[config.mk]
export PLATFORM = sky130hd
export DESIGN_NAME = llrc_top
export DESIGN_NICKNAME = d
export VERILOG_FILES = /design/src/common/llrc_pkg.sv /design/src/hw/llrc_axil.sv /design/src/hw/llrc_seq.sv /design/src/hw/llrc_top.sv
export SDC_FILE = /design/constraint.sdc
export NUM_CORES = 1
export LEC_CHECK = 0
export BUFFER_PORTS_ARGS = -buffer_cell sky130_fd_sc_hd__buf_2
export CORE_MARGIN = 1.5
export CORE_UTILIZATION = 43
export CTS_CLUSTER_DIAMETER = 150
export DETAILED_ROUTE_END_ITERATION = 6
export GPL_TIMING_DRIVEN = 0
export PLACE_DENSITY = 0.69
export SLEW_MARGIN = 20
export SYNTH_ARGS = -nofsm -noshare
export SYNTH_HDL_FRONTEND = slang
export SYNTH_SLANG_ARGS = --single-unit
[constraint.sdc]
create_clock -name REF_CLK -period 7.3 [get_ports REF_CLK]
set_clock_uncertainty 0.05 [all_clocks]
set_input_delay 0.365 -clock REF_CLK [delete_from_list [all_inputs] [get_ports REF_CLK]]
set_output_delay 0.365 -clock REF_CLK [all_outputs]
set_load 0.02 [all_outputs]
[src/common/llrc_pkg.sv]
// Contract
// - control bits 7:6 read zero, writes ignored
// - done high one tick, results load, restart
// - comparator mirror changes at most per tick
// - in-progress bit high during pass, powers analog
// - tempco set by calibration, writable only manual
// - short bit manual-writable; when set, low trim ignored
// - enable resets one; auto mode refuses trim writes
// - enable cleared: sequencer stops, registers drive output
// - manual high trim 4:0 drives output directly
// - high trim search spans 0x00 to 0x10
// - manual low trim 3:0 drives output directly
// - low trim search spans 0x00 to 0x08
package llrc_pkg;

    // ************************************************************
    // clocking
    // ************************************************************
    localparam int CLK_NS   = 100;
    localparam int TICK_NS  = 15625;            // 64 kHz period
    localparam int TICK_CYC = TICK_NS / CLK_NS; // rounds down
    localparam logic [7:0] TICK_LAST = 8'(TICK_CYC - 1);

    // ************************************************************
    // register map, word indices; byte address is index * 4
    // ************************************************************
    localparam int          ADDR_W   = 12;
    localparam logic [9:0]  IDX_CTRL = 10'h12F;
    localparam logic [9:0]  IDX_TLO  = 10'h130;
    localparam logic [9:0]  IDX_THI  = 10'h131;
    localparam logic [9:0]  IDX_IST  = 10'h140;
    localparam logic [9:0]  IDX_ICLR = 10'h141;
    localparam logic [9:0]  IDX_IEN  = 10'h142;

    // control field positions
    localparam int BIT_EN    = 0;
    localparam int BIT_SHORT = 1;
    localparam int BIT_TCO   = 2;
    localparam int BIT_CAL   = 3;
    localparam int BIT_COMP  = 4;
    localparam int BIT_DONE  = 5;

    // interrupt status bits
    localparam int IRQ_DONE = 0;
    localparam int IRQ_COMP = 1;

    // reset values and search limits
    localparam logic       RST_EN  = 1'b1;
    localparam logic [4:0] RST_THI = 5'h00;
    localparam logic [3:0] RST_TLO = 4'h0;
    localparam logic [4:0] HI_MAX  = 5'h10;
    localparam logic [3:0] LO_MAX  = 4'h8;

    localparam logic [1:0] RESP_OKAY   = 2'h0;
    localparam logic [1:0] RESP_SLVERR = 2'h2;

    typedef enum logic [4:0] {
        SQ_IDLE = 5'b00001,
        SQ_HI   = 5'b00010,
        SQ_LO   = 5'b00100,
        SQ_TC   = 5'b01000,
        SQ_DONE = 5'b10000
    } llrc_seq_t;

endpackage

[src/hw/llrc_axil.sv]
// ****************************************************************
// axi4-lite slave front end
// ****************************************************************
module llrc_axil (
    input  wire logic                        clk,
    input  wire logic                        rst,
    input  wire logic [llrc_pkg::ADDR_W-1:0] awaddr,
    input  wire logic                        awvalid,
    output logic                             awready,
    input  wire logic [31:0]                 wdata,
    input  wire logic [3:0]                  wstrb,
    input  wire logic                        wvalid,
    output logic                             wready,
    output logic [1:0]                       bresp,
    output logic                             bvalid,
    input  wire logic                        bready,
    input  wire logic [llrc_pkg::ADDR_W-1:0] araddr,
    input  wire logic                        arvalid,
    output logic                             arready,
    output logic [31:0]                      rdata,
    output logic [1:0]                       rresp,
    output logic                             rvalid,
    input  wire logic                        rready,
    output logic                             wr_en,
    output logic [9:0]                       wr_idx,
    output logic [7:0]                       wr_data,
    input  wire logic                        wr_err,
    output logic [9:0]                       rd_idx,
    input  wire logic [7:0]                  rd_data,
    input  wire logic                        rd_err
);
    import llrc_pkg::*;

    typedef struct packed {
        logic       aw_have;
        logic       w_have;
        logic       ar_have;
        logic       awready;
        logic       wready;
        logic       arready;
        logic       bvalid;
        logic [1:0] bresp;
        logic       rvalid;
        logic [1:0] rresp;
        logic [7:0] rdata;
        logic       wr_en;
        logic [9:0] wr_idx;
        logic [7:0] wr_data;
        logic       lane0;
        logic [9:0] rd_idx;
    } llrc_axs_t;

    llrc_axs_t s;
    llrc_axs_t next_s;

    // address and data are taken in either order, then one response
    always_comb begin
        next_s = s;
        next_s.wr_en = 1'b0;
        if (awvalid && s.awready) begin
            next_s.aw_have = 1'b1;
            next_s.wr_idx  = awaddr[ADDR_W-1:2];
        end
        if (wvalid && s.wready) begin
            next_s.w_have  = 1'b1;
            next_s.wr_data = wdata[7:0];
            next_s.lane0   = wstrb[0];
        end
        if (s.aw_have && s.w_have && !s.bvalid) begin
            // a write without lane 0 touches nothing
            next_s.wr_en   = s.lane0;
            next_s.bvalid  = 1'b1;
            next_s.bresp   = wr_err ? RESP_SLVERR : RESP_OKAY;
            next_s.aw_have = 1'b0;
            next_s.w_have  = 1'b0;
        end else if (s.bvalid && bready) begin
            next_s.bvalid = 1'b0;
        end
        if (arvalid && s.arready) begin
            next_s.ar_have = 1'b1;
            next_s.rd_idx  = araddr[ADDR_W-1:2];
        end
        if (s.ar_have) begin
            next_s.rvalid  = 1'b1;
            next_s.rdata   = rd_data;
            next_s.rresp   = rd_err ? RESP_SLVERR : RESP_OKAY;
            next_s.ar_have = 1'b0;
        end else if (s.rvalid && rready) begin
            next_s.rvalid = 1'b0;
        end
        // one transfer of each kind in flight at a time
        next_s.awready = !next_s.aw_have && !next_s.bvalid;
        next_s.wready  = !next_s.w_have && !next_s.bvalid;
        next_s.arready = !next_s.ar_have && !next_s.rvalid;
    end

    always_ff @(posedge clk or posedge rst) begin
        if (rst) begin
            s <= '0;
        end else begin
            s <= next_s;
        end
    end

    assign awready = s.awready;
    assign wready  = s.wready;
    assign arready = s.arready;
    assign bvalid  = s.bvalid;
    assign bresp   = s.bresp;
    assign rvalid  = s.rvalid;
    assign rresp   = s.rresp;
    assign rdata   = {24'h000000, s.rdata};
    assign wr_en   = s.wr_en;
    assign wr_idx  = s.wr_idx;
    assign wr_data = s.wr_data;
    assign rd_idx  = s.rd_idx;

endmodule

[src/hw/llrc_seq.sv]
// ****************************************************************
// calibration sequencer, steps once per 64 khz tick
// ****************************************************************
module llrc_seq (
    input  wire logic       clk,
    input  wire logic       rst,
    input  wire logic       tick,
    input  wire logic       enable,
    input  wire logic       comp,
    output logic [4:0]      hi,
    output logic [3:0]      lo,
    output logic            short_lo,
    output logic            tempco,
    output logic            in_prog,
    output logic            done,
    output logic            load
);
    import llrc_pkg::*;

    typedef struct packed {
        llrc_seq_t  st;
        logic [4:0] hi;
        logic [3:0] lo;
        logic       short_lo;
        logic       tempco;
        logic       in_prog;
        logic       done;
        logic       load;
    } llrc_sqs_t;

    llrc_sqs_t s;
    llrc_sqs_t next_s;

    // comp high means output still above target: raise the code
    always_comb begin
        next_s = s;
        next_s.load = 1'b0;
        if (!enable) begin
            next_s.st      = SQ_IDLE;
            next_s.in_prog = 1'b0;
            next_s.done    = 1'b0;
        end else if (tick) begin
            case (s.st)
                SQ_IDLE, SQ_DONE: begin
                    next_s.st      = SQ_HI;
                    next_s.hi      = 5'h00;
                    next_s.lo      = 4'h0;
                    next_s.short_lo = 1'b0;
                    next_s.in_prog = 1'b1;
                    next_s.done    = 1'b0;
                end
                SQ_HI: begin
                    if (comp && s.hi < HI_MAX) begin
                        next_s.hi = s.hi + 5'h01;
                    end else begin
                        next_s.st = SQ_LO;
                    end
                end
                SQ_LO: begin
                    if (comp && s.lo < LO_MAX) begin
                        next_s.lo = s.lo + 4'h1;
                    end else begin
                        next_s.st = SQ_TC;
                    end
                end
                SQ_TC: begin
                    // no low step needed: bypass the lower circuit
                    next_s.tempco   = comp;
                    next_s.short_lo = (s.lo == 4'h0);
                    next_s.st       = SQ_DONE;
                    next_s.in_prog  = 1'b0;
                    next_s.done     = 1'b1;
                    next_s.load     = 1'b1;
                end
                default: begin
                    next_s.st = SQ_IDLE;
                end
            endcase
        end
    end

    always_ff @(posedge clk or posedge rst) begin
        if (rst) begin
            s <= '{st: SQ_IDLE, default: '0};
        end else begin
            s <= next_s;
        end
    end

    assign hi       = s.hi;
    assign lo       = s.lo;
    assign short_lo = s.short_lo;
    assign tempco   = s.tempco;
    assign in_prog  = s.in_prog;
    assign done     = s.done;
    assign load     = s.load;

endmodule

[src/hw/llrc_top.sv]
// ****************************************************************
// low-leakage regulator calibration register bank
// ****************************************************************
//
// The implementer's own choice: the AXI4-Lite register port.
module llrc_top (
    input  wire logic                        REF_CLK,
    input  wire logic                        SYS_RST,
    input  wire logic [llrc_pkg::ADDR_W-1:0] S_AXI_AWADDR,
    input  wire logic                        S_AXI_AWVALID,
    output logic                             S_AXI_AWREADY,
    input  wire logic [31:0]                 S_AXI_WDATA,
    input  wire logic [3:0]                  S_AXI_WSTRB,
    input  wire logic                        S_AXI_WVALID,
    output logic                             S_AXI_WREADY,
    output logic [1:0]                       S_AXI_BRESP,
    output logic                             S_AXI_BVALID,
    input  wire logic                        S_AXI_BREADY,
    input  wire logic [llrc_pkg::ADDR_W-1:0] S_AXI_ARADDR,
    input  wire logic                        S_AXI_ARVALID,
    output logic                             S_AXI_ARREADY,
    output logic [31:0]                      S_AXI_RDATA,
    output logic [1:0]                       S_AXI_RRESP,
    output logic                             S_AXI_RVALID,
    input  wire logic                        S_AXI_RREADY,
    input  wire logic                        CAL_COMP,
    output logic [4:0]                       TRIM_HIGH,
    output logic [3:0]                       TRIM_LOW,
    output logic                             TRIM_SHORT,
    output logic                             TRIM_TEMPCO,
    output logic                             CAL_POWER,
    output logic                             IRQ
);
    import llrc_pkg::*;

    // ************************************************************
    // state
    // ************************************************************
    typedef struct packed {
        logic [7:0] tick_cnt;
        logic       tick;
        logic       auto_cal_enable;
        logic       short_lower_trim;
        logic       tempco_select;
        logic [4:0] trim_high;
        logic [3:0] trim_low;
        logic       cal_comparator_out;
        logic [1:0] irq_status;
        logic [1:0] irq_enable;
        logic       irq;
        logic [4:0] out_high;
        logic [3:0] out_low;
        logic       out_short;
        logic       out_tempco;
        logic       out_power;
    } llrc_top_t;

    llrc_top_t s;
    llrc_top_t next_s;

    logic       wr_en;
    logic [9:0] wr_idx;
    logic [7:0] wr_data;
    logic       wr_err;
    logic [9:0] rd_idx;
    logic [7:0] rd_data;
    logic       rd_err;
    logic [4:0] sq_hi;
    logic [3:0] sq_lo;
    logic       sq_short;
    logic       sq_tempco;
    logic       cal_in_progress;
    logic       cal_done_pulse;
    logic       sq_load;
    logic [7:0] ctrl_rd;
    logic [1:0] irq_set;

    // ************************************************************
    // bus slave
    // ************************************************************
    llrc_axil u_axil (
        .clk     (REF_CLK),
        .rst     (SYS_RST),
        .awaddr  (S_AXI_AWADDR),
        .awvalid (S_AXI_AWVALID),
        .awready (S_AXI_AWREADY),
        .wdata   (S_AXI_WDATA),
        .wstrb   (S_AXI_WSTRB),
        .wvalid  (S_AXI_WVALID),
        .wready  (S_AXI_WREADY),
        .bresp   (S_AXI_BRESP),
        .bvalid  (S_AXI_BVALID),
        .bready  (S_AXI_BREADY),
        .araddr  (S_AXI_ARADDR),
        .arvalid (S_AXI_ARVALID),
        .arready (S_AXI_ARREADY),
        .rdata   (S_AXI_RDATA),
        .rresp   (S_AXI_RRESP),
        .rvalid  (S_AXI_RVALID),
        .rready  (S_AXI_RREADY),
        .wr_en   (wr_en),
        .wr_idx  (wr_idx),
        .wr_data (wr_data),
        .wr_err  (wr_err),
        .rd_idx  (rd_idx),
        .rd_data (rd_data),
        .rd_err  (rd_err)
    );

    // ************************************************************
    // sequencer
    // ************************************************************
    llrc_seq u_seq (
        .clk      (REF_CLK),
        .rst      (SYS_RST),
        .tick     (s.tick),
        .enable   (s.auto_cal_enable),
        .comp     (CAL_COMP),
        .hi       (sq_hi),
        .lo       (sq_lo),
        .short_lo (sq_short),
        .tempco   (sq_tempco),
        .in_prog  (cal_in_progress),
        .done     (cal_done_pulse),
        .load     (sq_load)
    );

    // ************************************************************
    // read decode
    // ************************************************************
    // control image; top two bits are hard zero
    always_comb begin
        ctrl_rd            = 8'h00;
        ctrl_rd[BIT_EN]    = s.auto_cal_enable;
        ctrl_rd[BIT_SHORT] = s.short_lower_trim;
        ctrl_rd[BIT_TCO]   = s.tempco_select;
        ctrl_rd[BIT_CAL]   = cal_in_progress;
        ctrl_rd[BIT_COMP]  = s.cal_comparator_out;
        ctrl_rd[BIT_DONE]  = cal_done_pulse;
    end

    // unmapped words answer slverr with zero data
    always_comb begin
        rd_data = 8'h00;
        rd_err  = 1'b0;
        if (rd_idx == IDX_CTRL) begin
            rd_data = ctrl_rd;
        end else if (rd_idx == IDX_TLO) begin
            rd_data = {4'h0, s.trim_low};
        end else if (rd_idx == IDX_THI) begin
            rd_data = {3'h0, s.trim_high};
        end else if (rd_idx == IDX_IST) begin
            rd_data = {6'h00, s.irq_status};
        end else if (rd_idx == IDX_ICLR) begin
            rd_data = 8'h00;                            // write-only
        end else if (rd_idx == IDX_IEN) begin
            rd_data = {6'h00, s.irq_enable};
        end else begin
            rd_err = 1'b1;
        end
    end

    // write decode only flags unmapped words; refused writes are okay
    always_comb begin
        wr_err = 1'b1;
        if (wr_idx == IDX_CTRL) begin
            wr_err = 1'b0;
        end else if (wr_idx == IDX_TLO) begin
            wr_err = 1'b0;
        end else if (wr_idx == IDX_THI) begin
            wr_err = 1'b0;
        end else if (wr_idx == IDX_IST) begin
            wr_err = 1'b0;
        end else if (wr_idx == IDX_ICLR) begin
            wr_err = 1'b0;
        end else if (wr_idx == IDX_IEN) begin
            wr_err = 1'b0;
        end
    end

    // ************************************************************
    // next state
    // ************************************************************
    always_comb begin
        next_s = s;

        // 64 khz tick from the reference clock
        if (s.tick_cnt == TICK_LAST) begin
            next_s.tick_cnt = 8'h00;
            next_s.tick     = 1'b1;
        end else begin
            next_s.tick_cnt = s.tick_cnt + 8'h01;
            next_s.tick     = 1'b0;
        end

        // mirror sampled only on the tick, so it moves at most per tick
        if (s.tick) begin
            next_s.cal_comparator_out = CAL_COMP;
        end

        // software writes; trim state locked in automatic mode
        if (wr_en) begin
            if (wr_idx == IDX_CTRL) begin
                next_s.auto_cal_enable = wr_data[BIT_EN];
                if (!s.auto_cal_enable) begin
                    next_s.short_lower_trim = wr_data[BIT_SHORT];
                    next_s.tempco_select    = wr_data[BIT_TCO];
                end
            end else if (wr_idx == IDX_TLO) begin
                if (!s.auto_cal_enable) begin
                    next_s.trim_low = wr_data[3:0];
                end
            end else if (wr_idx == IDX_THI) begin
                if (!s.auto_cal_enable) begin
                    next_s.trim_high = wr_data[4:0];
                end
            end else if (wr_idx == IDX_IEN) begin
                next_s.irq_enable = wr_data[1:0];
            end
        end

        // finished pass lands in the data registers
        if (sq_load && s.auto_cal_enable) begin
            next_s.trim_high        = sq_hi;
            next_s.trim_low         = sq_lo;
            next_s.short_lower_trim = sq_short;
            next_s.tempco_select    = sq_tempco;
        end

        // sticky events; a set in the clearing cycle survives
        irq_set = 2'b00;
        irq_set[IRQ_DONE] = sq_load;
        irq_set[IRQ_COMP] = s.tick &&
                            (CAL_COMP != s.cal_comparator_out);
        if (wr_en && wr_idx == IDX_ICLR) begin
            next_s.irq_status = (s.irq_status & ~wr_data[1:0]) | irq_set;
        end else begin
            next_s.irq_status = s.irq_status | irq_set;
        end
        next_s.irq = |(next_s.irq_status & next_s.irq_enable);

        // analog drive: sequencer codes in automatic mode, else registers
        if (s.auto_cal_enable) begin
            next_s.out_high   = sq_hi;
            next_s.out_low    = sq_short ? 4'h0 : sq_lo;
            next_s.out_short  = sq_short;
            next_s.out_tempco = sq_tempco;
        end else begin
            next_s.out_high   = s.trim_high;
            next_s.out_short  = s.short_lower_trim;
            next_s.out_tempco = s.tempco_select;
            // low code is parked at zero while the short is closed
            next_s.out_low    = s.short_lower_trim ? 4'h0
                                                   : s.trim_low;
        end
        next_s.out_power = cal_in_progress;
    end

    // ************************************************************
    // registers
    // ************************************************************
    always_ff @(posedge REF_CLK or posedge SYS_RST) begin
        if (SYS_RST) begin
            s <= '0;
            s.auto_cal_enable <= RST_EN;
            s.trim_high       <= RST_THI;
            s.trim_low        <= RST_TLO;
            s.out_high        <= RST_THI;
            s.out_low         <= RST_TLO;
        end else begin
            s <= next_s;
        end
    end

    // ************************************************************
    // outputs, all straight from flops
    // ************************************************************
    assign TRIM_HIGH   = s.out_high;
    assign TRIM_LOW    = s.out_low;
    assign TRIM_SHORT  = s.out_short;
    assign TRIM_TEMPCO = s.out_tempco;
    assign CAL_POWER   = s.out_power;
    assign IRQ         = s.irq;

endmodule

Word-level counts from Yosys, hierarchy flattened

Index checks and enable logic that the tools add are counted.
W data, S select, Z words.

Add/sub/neg operators: 3
Order comparisons: 2
Eq/ne operators: 28
Multiplexer cells: 65
Bitwise gates (word level): 5
Reduce and logical (&&, ||, !) cells: 41

Operators by type and width:

| kind                  | count |
|---|---|
| $eq A10 B9 Y1 const B | 12 |
| $mux W5               | 9 |
| $mux W11              | 3 |
| $mux W2               | 15 |
| $mux W1               | 24 |
| $mux W4               | 5 |
| $pmux W5 S4           | 1 |
| $mux W19              | 1 |
| $mux W9               | 2 |
| $logic_and A1 B1 Y1   | 15 |
| $reduce_bool A2 Y1    | 7 |
| $ne A2 B1 Y1 const B  | 6 |
| $reduce_and A3 Y1     | 4 |
| $reduce_and A4 Y1     | 3 |
| $pmux W5 S2           | 1 |
| $add A8 B1 Y8 const B | 1 |
| $eq A8 B8 Y1 const B  | 1 |
| $pmux W4 S2           | 1 |
| $logic_not A1 Y1      | 6 |
| $mux W6               | 1 |
| $ne A3 B3 Y1 const B  | 2 |
| $add A5 B1 Y5 const B | 1 |
| $eq A5 B1 Y1 const B  | 1 |
| $eq A5 B2 Y1 const B  | 1 |
| 17 further kinds      | 21 |

Register bits after elaboration: 105
Output and inout bits: 54
Logic and storage cells: 184

Longest topological paths before layout

Depth after elaboration: 8
Depth in mapped cells: 6

Hierarchy

From an unflattened synthesis, not the netlist that was laid out.

Cell total of the unflattened synthesis: 495
Area, all modules: 5522.8 µm²

Modules (own cells, without submodules):

| module    | times used | cells each | area an instance (µm²) | seq. area each (µm²) |
|---|---|---|---|---|
| llrc_axil | 1          | 172        | 2293.4                 | 1201.2 |
| llrc_top  | 1          | 207        | 2104.5                 | 977.2 |
| llrc_seq  | 1          | 116        | 1124.8                 | 476.7 |

Least setup slack after synthesis

OpenSTA, ideal clock, no wires.

Kind: register to register
Start: register s (netlist bit ctrl_rd[0])
End: register u_seq.s (netlist bit u_seq.tempco)
Setup time: 0.125 ns
Data arrival time: 1.485 ns
Setup slack: 5.640 ns
Cell stages (with the launch flop): 5
Buffers on the path: 1
Path through: dfstp_2 and2_0 and4_1 clkbuf_1 mux2_2

Cells in the longest elaborated chain, start to end: 1

Ends and longest elaborated chain:

| element                     | RTL line        | RTL |
|---|---|---|
| from (decl)                 | llrc_top.sv:58  | `llrc_top_t s;` |
| from (signal assigned)      | llrc_top.sv:271 | `s <= next_s;` |
| $reduce_and A3 Y1 (no line) | -               |  |
| to (signal assigned)        | llrc_seq.sv:86  | `s <= next_s;` |
| to (decl)                   | llrc_seq.sv:31  | `llrc_sqs_t s;` |

No other way between the ends.
A chain may end at the register's enable or synchronous reset.

Final worst setup path

Same ends and word-level chain as after synthesis.

==> results.yml <==
synth:
  avgSynthCellArea_um2: 11.1
  ys.flop_type: "dfrtp_1"
  ys_ff_latch: 101
  syn_area_um2: 4910
  synth_edf_count: 0
  ys_types: 55
  ys_seq_area_frac: 0.515
  synth_area_leaders: "dfrtp_1 50%, mux2_2 8.9%, buf_4 6.9%, nand2_1 2.4%, nor2_1 2.4%"
  ys_warn_count: 0
  async_flop_share: 1.00
  synth.largest_area_cell: "dfrtp_1"
  postSynthCellCount: 444
  yosys.area.top_type_share: 0.505
min_path:
  hold_path_class: "in2reg"
global_routing:
  antenna_found_initial: 0
  grt_pass1_vias: 3216
  track_usage: 0.172
  grt_pass1_wl_um: 15900
  grt_max_degree: 74
  grt_overflow: 0
layout:
  fin_cells: 688
  fin_area_um2: 5790
  fill_cells: 977
  multiInputGateArea_um2: 2040
  drive_gt1_frac: 0.330
  nets: 615
  n_antenna_cell: 0
  seq_area_um2: 2530
  syn_to_final_growth_pct: 18.0
power_and_ir_drop:
  p_seq_frac: 0.498
  pwr-share-clk: 0.278
  switching_power_w: 0.000484
  p_total_w: 0.00156
  intPower_w: 0.00107
  switching_share: 0.311
  powerDensity_nw_per_um2: 269
  power_frac_comb: 0.224
  ir_drop_uv: 169
  p_leak_nw: 2.80
detailed_routing:
  wirelength_um: 9900
  wl_per_cell_um: 14.4
  drcViolationCount: 0
  via_count: 3518
  drt_iter0_markers: 198
  drtAntennaViolNets: 0
  drtPass1Iterations: 5
  viasPerCell: 5.11
sta:
  worst_pin_slew_ns: 0.628
  rsz0062_at_grt: "false"
  max_freq_mhz: 513
  hold_slack_ns: 0.160
  relSlewSlack: 0.581
  drv_slew: 0
  hold_viol: 0
  finalCritPeriodShare: 0.267
  finalSetupViolCount: 0
  setup-tns-final_ns: 0
  period_needed_ns: 1.95
floorplan:
  die_w_um: 110
  die_area_um2: 12100
  start_util: 0.447
  die_h_um: 110
  ios: 122
  fp-row-count: 38
  core_um2: 11000
worst_setup_path:
  crit_buf_inv: 1
  crit_required_ns: 7.48
  crit_fanout: 7
  cpMaxStageDelayCell: "dfstp_2"
  regToRegSetupSlack_ns: 5.35
  crit_chain: "and2_0, and4_1, clkbuf_1, mux2_2"
  path_class: "reg2reg"
  start_kind: "register"
  crit_arrival_ns: 2.13
  cp-end-kind: "register"
  cp_top_family: "flip-flops"
  slowest_delay_ns: 0.58
clock_network:
  cts_buffers: 9
  clkLatencyLatePin_ns: 0.34
  cts_tree: "yes"
  cts_repair_resize_count: 0
  cts_max_level: 3
  clkSlewWorstSetupHoldPaths_ns: 0.07
  root_buffer: "clkbuf_16"
  clockBufferDepth: 2
  cts_sinks: 101
placed_design:
  dp_hpwl_um: 7310
  globalplace.congestion: 0.864
  dp.cells: 671
  io_buffer_count: 59
  placed_area_um2: 5510
run:
  maxCapViolations: 0
run_status:
  status: "finished clean"
[placed cells by master (no fill, tap or decap), types with 4 or more instances in the layout]
master	instances
o21ai_0	21
buf_4	45
a31oi_1	10
o2bb2ai_1	6
a31o_2	4
mux2_2	39
mux2i_1	6
buf_2	62
ha_1	4
a21oi_1	9
nor2b_1	6
xor2_1	5
and3_1	5
nor2_1	32
nor3b_1	7
dfrtp_1	99
clkbuf_16	9
clkbuf_1	13
nand3_1	14
nand4_1	10
inv_1	12
xnor2_1	4
nor3_1	4
nand2_1	32
conb_1	28
[per-stage QoR]
step / worst slack, ns / util
6_report: 5.35 / 0.528
5_1_grt: 5.25 / 0.528
4_1_cts: 5.37 / 0.528
3_5_place_dp: 5.38 / 0.502
3_3_place_gp: 3.20 / 0.499
2_1_floorplan: 4.24 / -
[registers in the layout, indices dropped and copies added, names as in the netlist, 4 cells and up]
register,count
TRIM_HIGH,5
u_seq.hi,5
s,22
u_axil.rd_idx,10
u_axil.rdata,6
u_axil.wr_idx,10
TRIM_LOW,4
u_seq.lo,4
ctrl_rd,4
u_axil.s,4
u_axil.wr_data,5
u_seq.s,5
[power by group through the flow]
stage	Clock, W	Sequential [W]	Combinational, W
6_report	0.000433	0.000775	0.000349
5_1_grt	0.000466	0.000790	0.000384
3_5_place_dp	0	0.000786	0.000350
4_1_cts	0.000442	0.000775	0.000352
2_1_floorplan	0	0.000768	0.000263
3_3_place_gp	0	0.000780	0.000335
[cells by family after synthesis]
| family | synth area share |
|---|---|
| flops | 0.515 |
| fa+ha+maj | 0.0102 |
| compound gates | 0.105 |
| buf+inv | 0.0902 |
| simple gates | 0.161 |
| mux | 0.102 |
| xor+xnor | 0.0161 |
| other cells | 0.000764 |
[worst register-to-register path, stage by stage, from the launching register on]
cell and delay, ns:
dfstp_2 0.58, and2_0 0.32, and4_1 0.23, clkbuf_1 0.28, mux2_2 0.38
[worst paths after layout]
| check | start | end | depth (start not counted) |
|---|---|---|---|
| max | ctrl_rd[0] | u_seq.tempco | 4 |
| min | S_AXI_ARVALID | u_axil.arready | 2 |
| max reg2reg | ctrl_rd[0] | u_seq.tempco | 4 |
| min reg2reg | u_axil.s[49] | u_axil.awready | 1 |
| max in group asynchronous | SYS_RST | ctrl_rd[0] | 4 |
| min in group asynchronous | SYS_RST | u_axil.wr_idx[7] | 3 |
[final cells by class]
class | instances | share of cell area
plain buffers | 59 | 0.0680
well taps | 140 | 0.0302
multi-input cells | 298 | 0.352
clock buffers | 11 | 0.0402
inverters | 13 | 0.00929
repair buffers | 61 | 0.0574
flip-flops and latches | 101 | 0.437
clock inverters | 5 | 0.00648
[cells in the mapped netlist, drive strengths merged, types with 3 or more instances]
cell type  number
a21oi           9
a221o           3
a22o            3
a31o            4
a31oi          10
a41oi           3
and2            3
and3            5
buf            48
clkbuf         11
dfrtp          99
ha              4
inv            13
mux2           39
mux2i           6
nand2          32
nand3          14
nand4          10
nand4b          3
nor2           32
nor2b           6
nor3            4
nor3b           8
nor4b           3
o21ai          21
o2bb2ai         6
o31ai           3
o32ai           3
or2             3
xnor2           4
xor2            5
[per-layer routing]
metal | up-vias | wire length, µm | global-route usage
met2 | 114 | 4550 | 0.272
met4 | 0 | 80 | 0.0334
li1 | 1702 | - | -
met3 | 6 | 604 | 0.0415
met5 | - | 0 | 0
met1 | 1696 | 4660 | 0.241
[timing repair]
action                    4_1_cts  5_1_grt
hold buffers                    1        0
hold endpoints to repair       28        0
buffers inserted                0        0
Note: power is estimated with default switching activity, not from simulation.
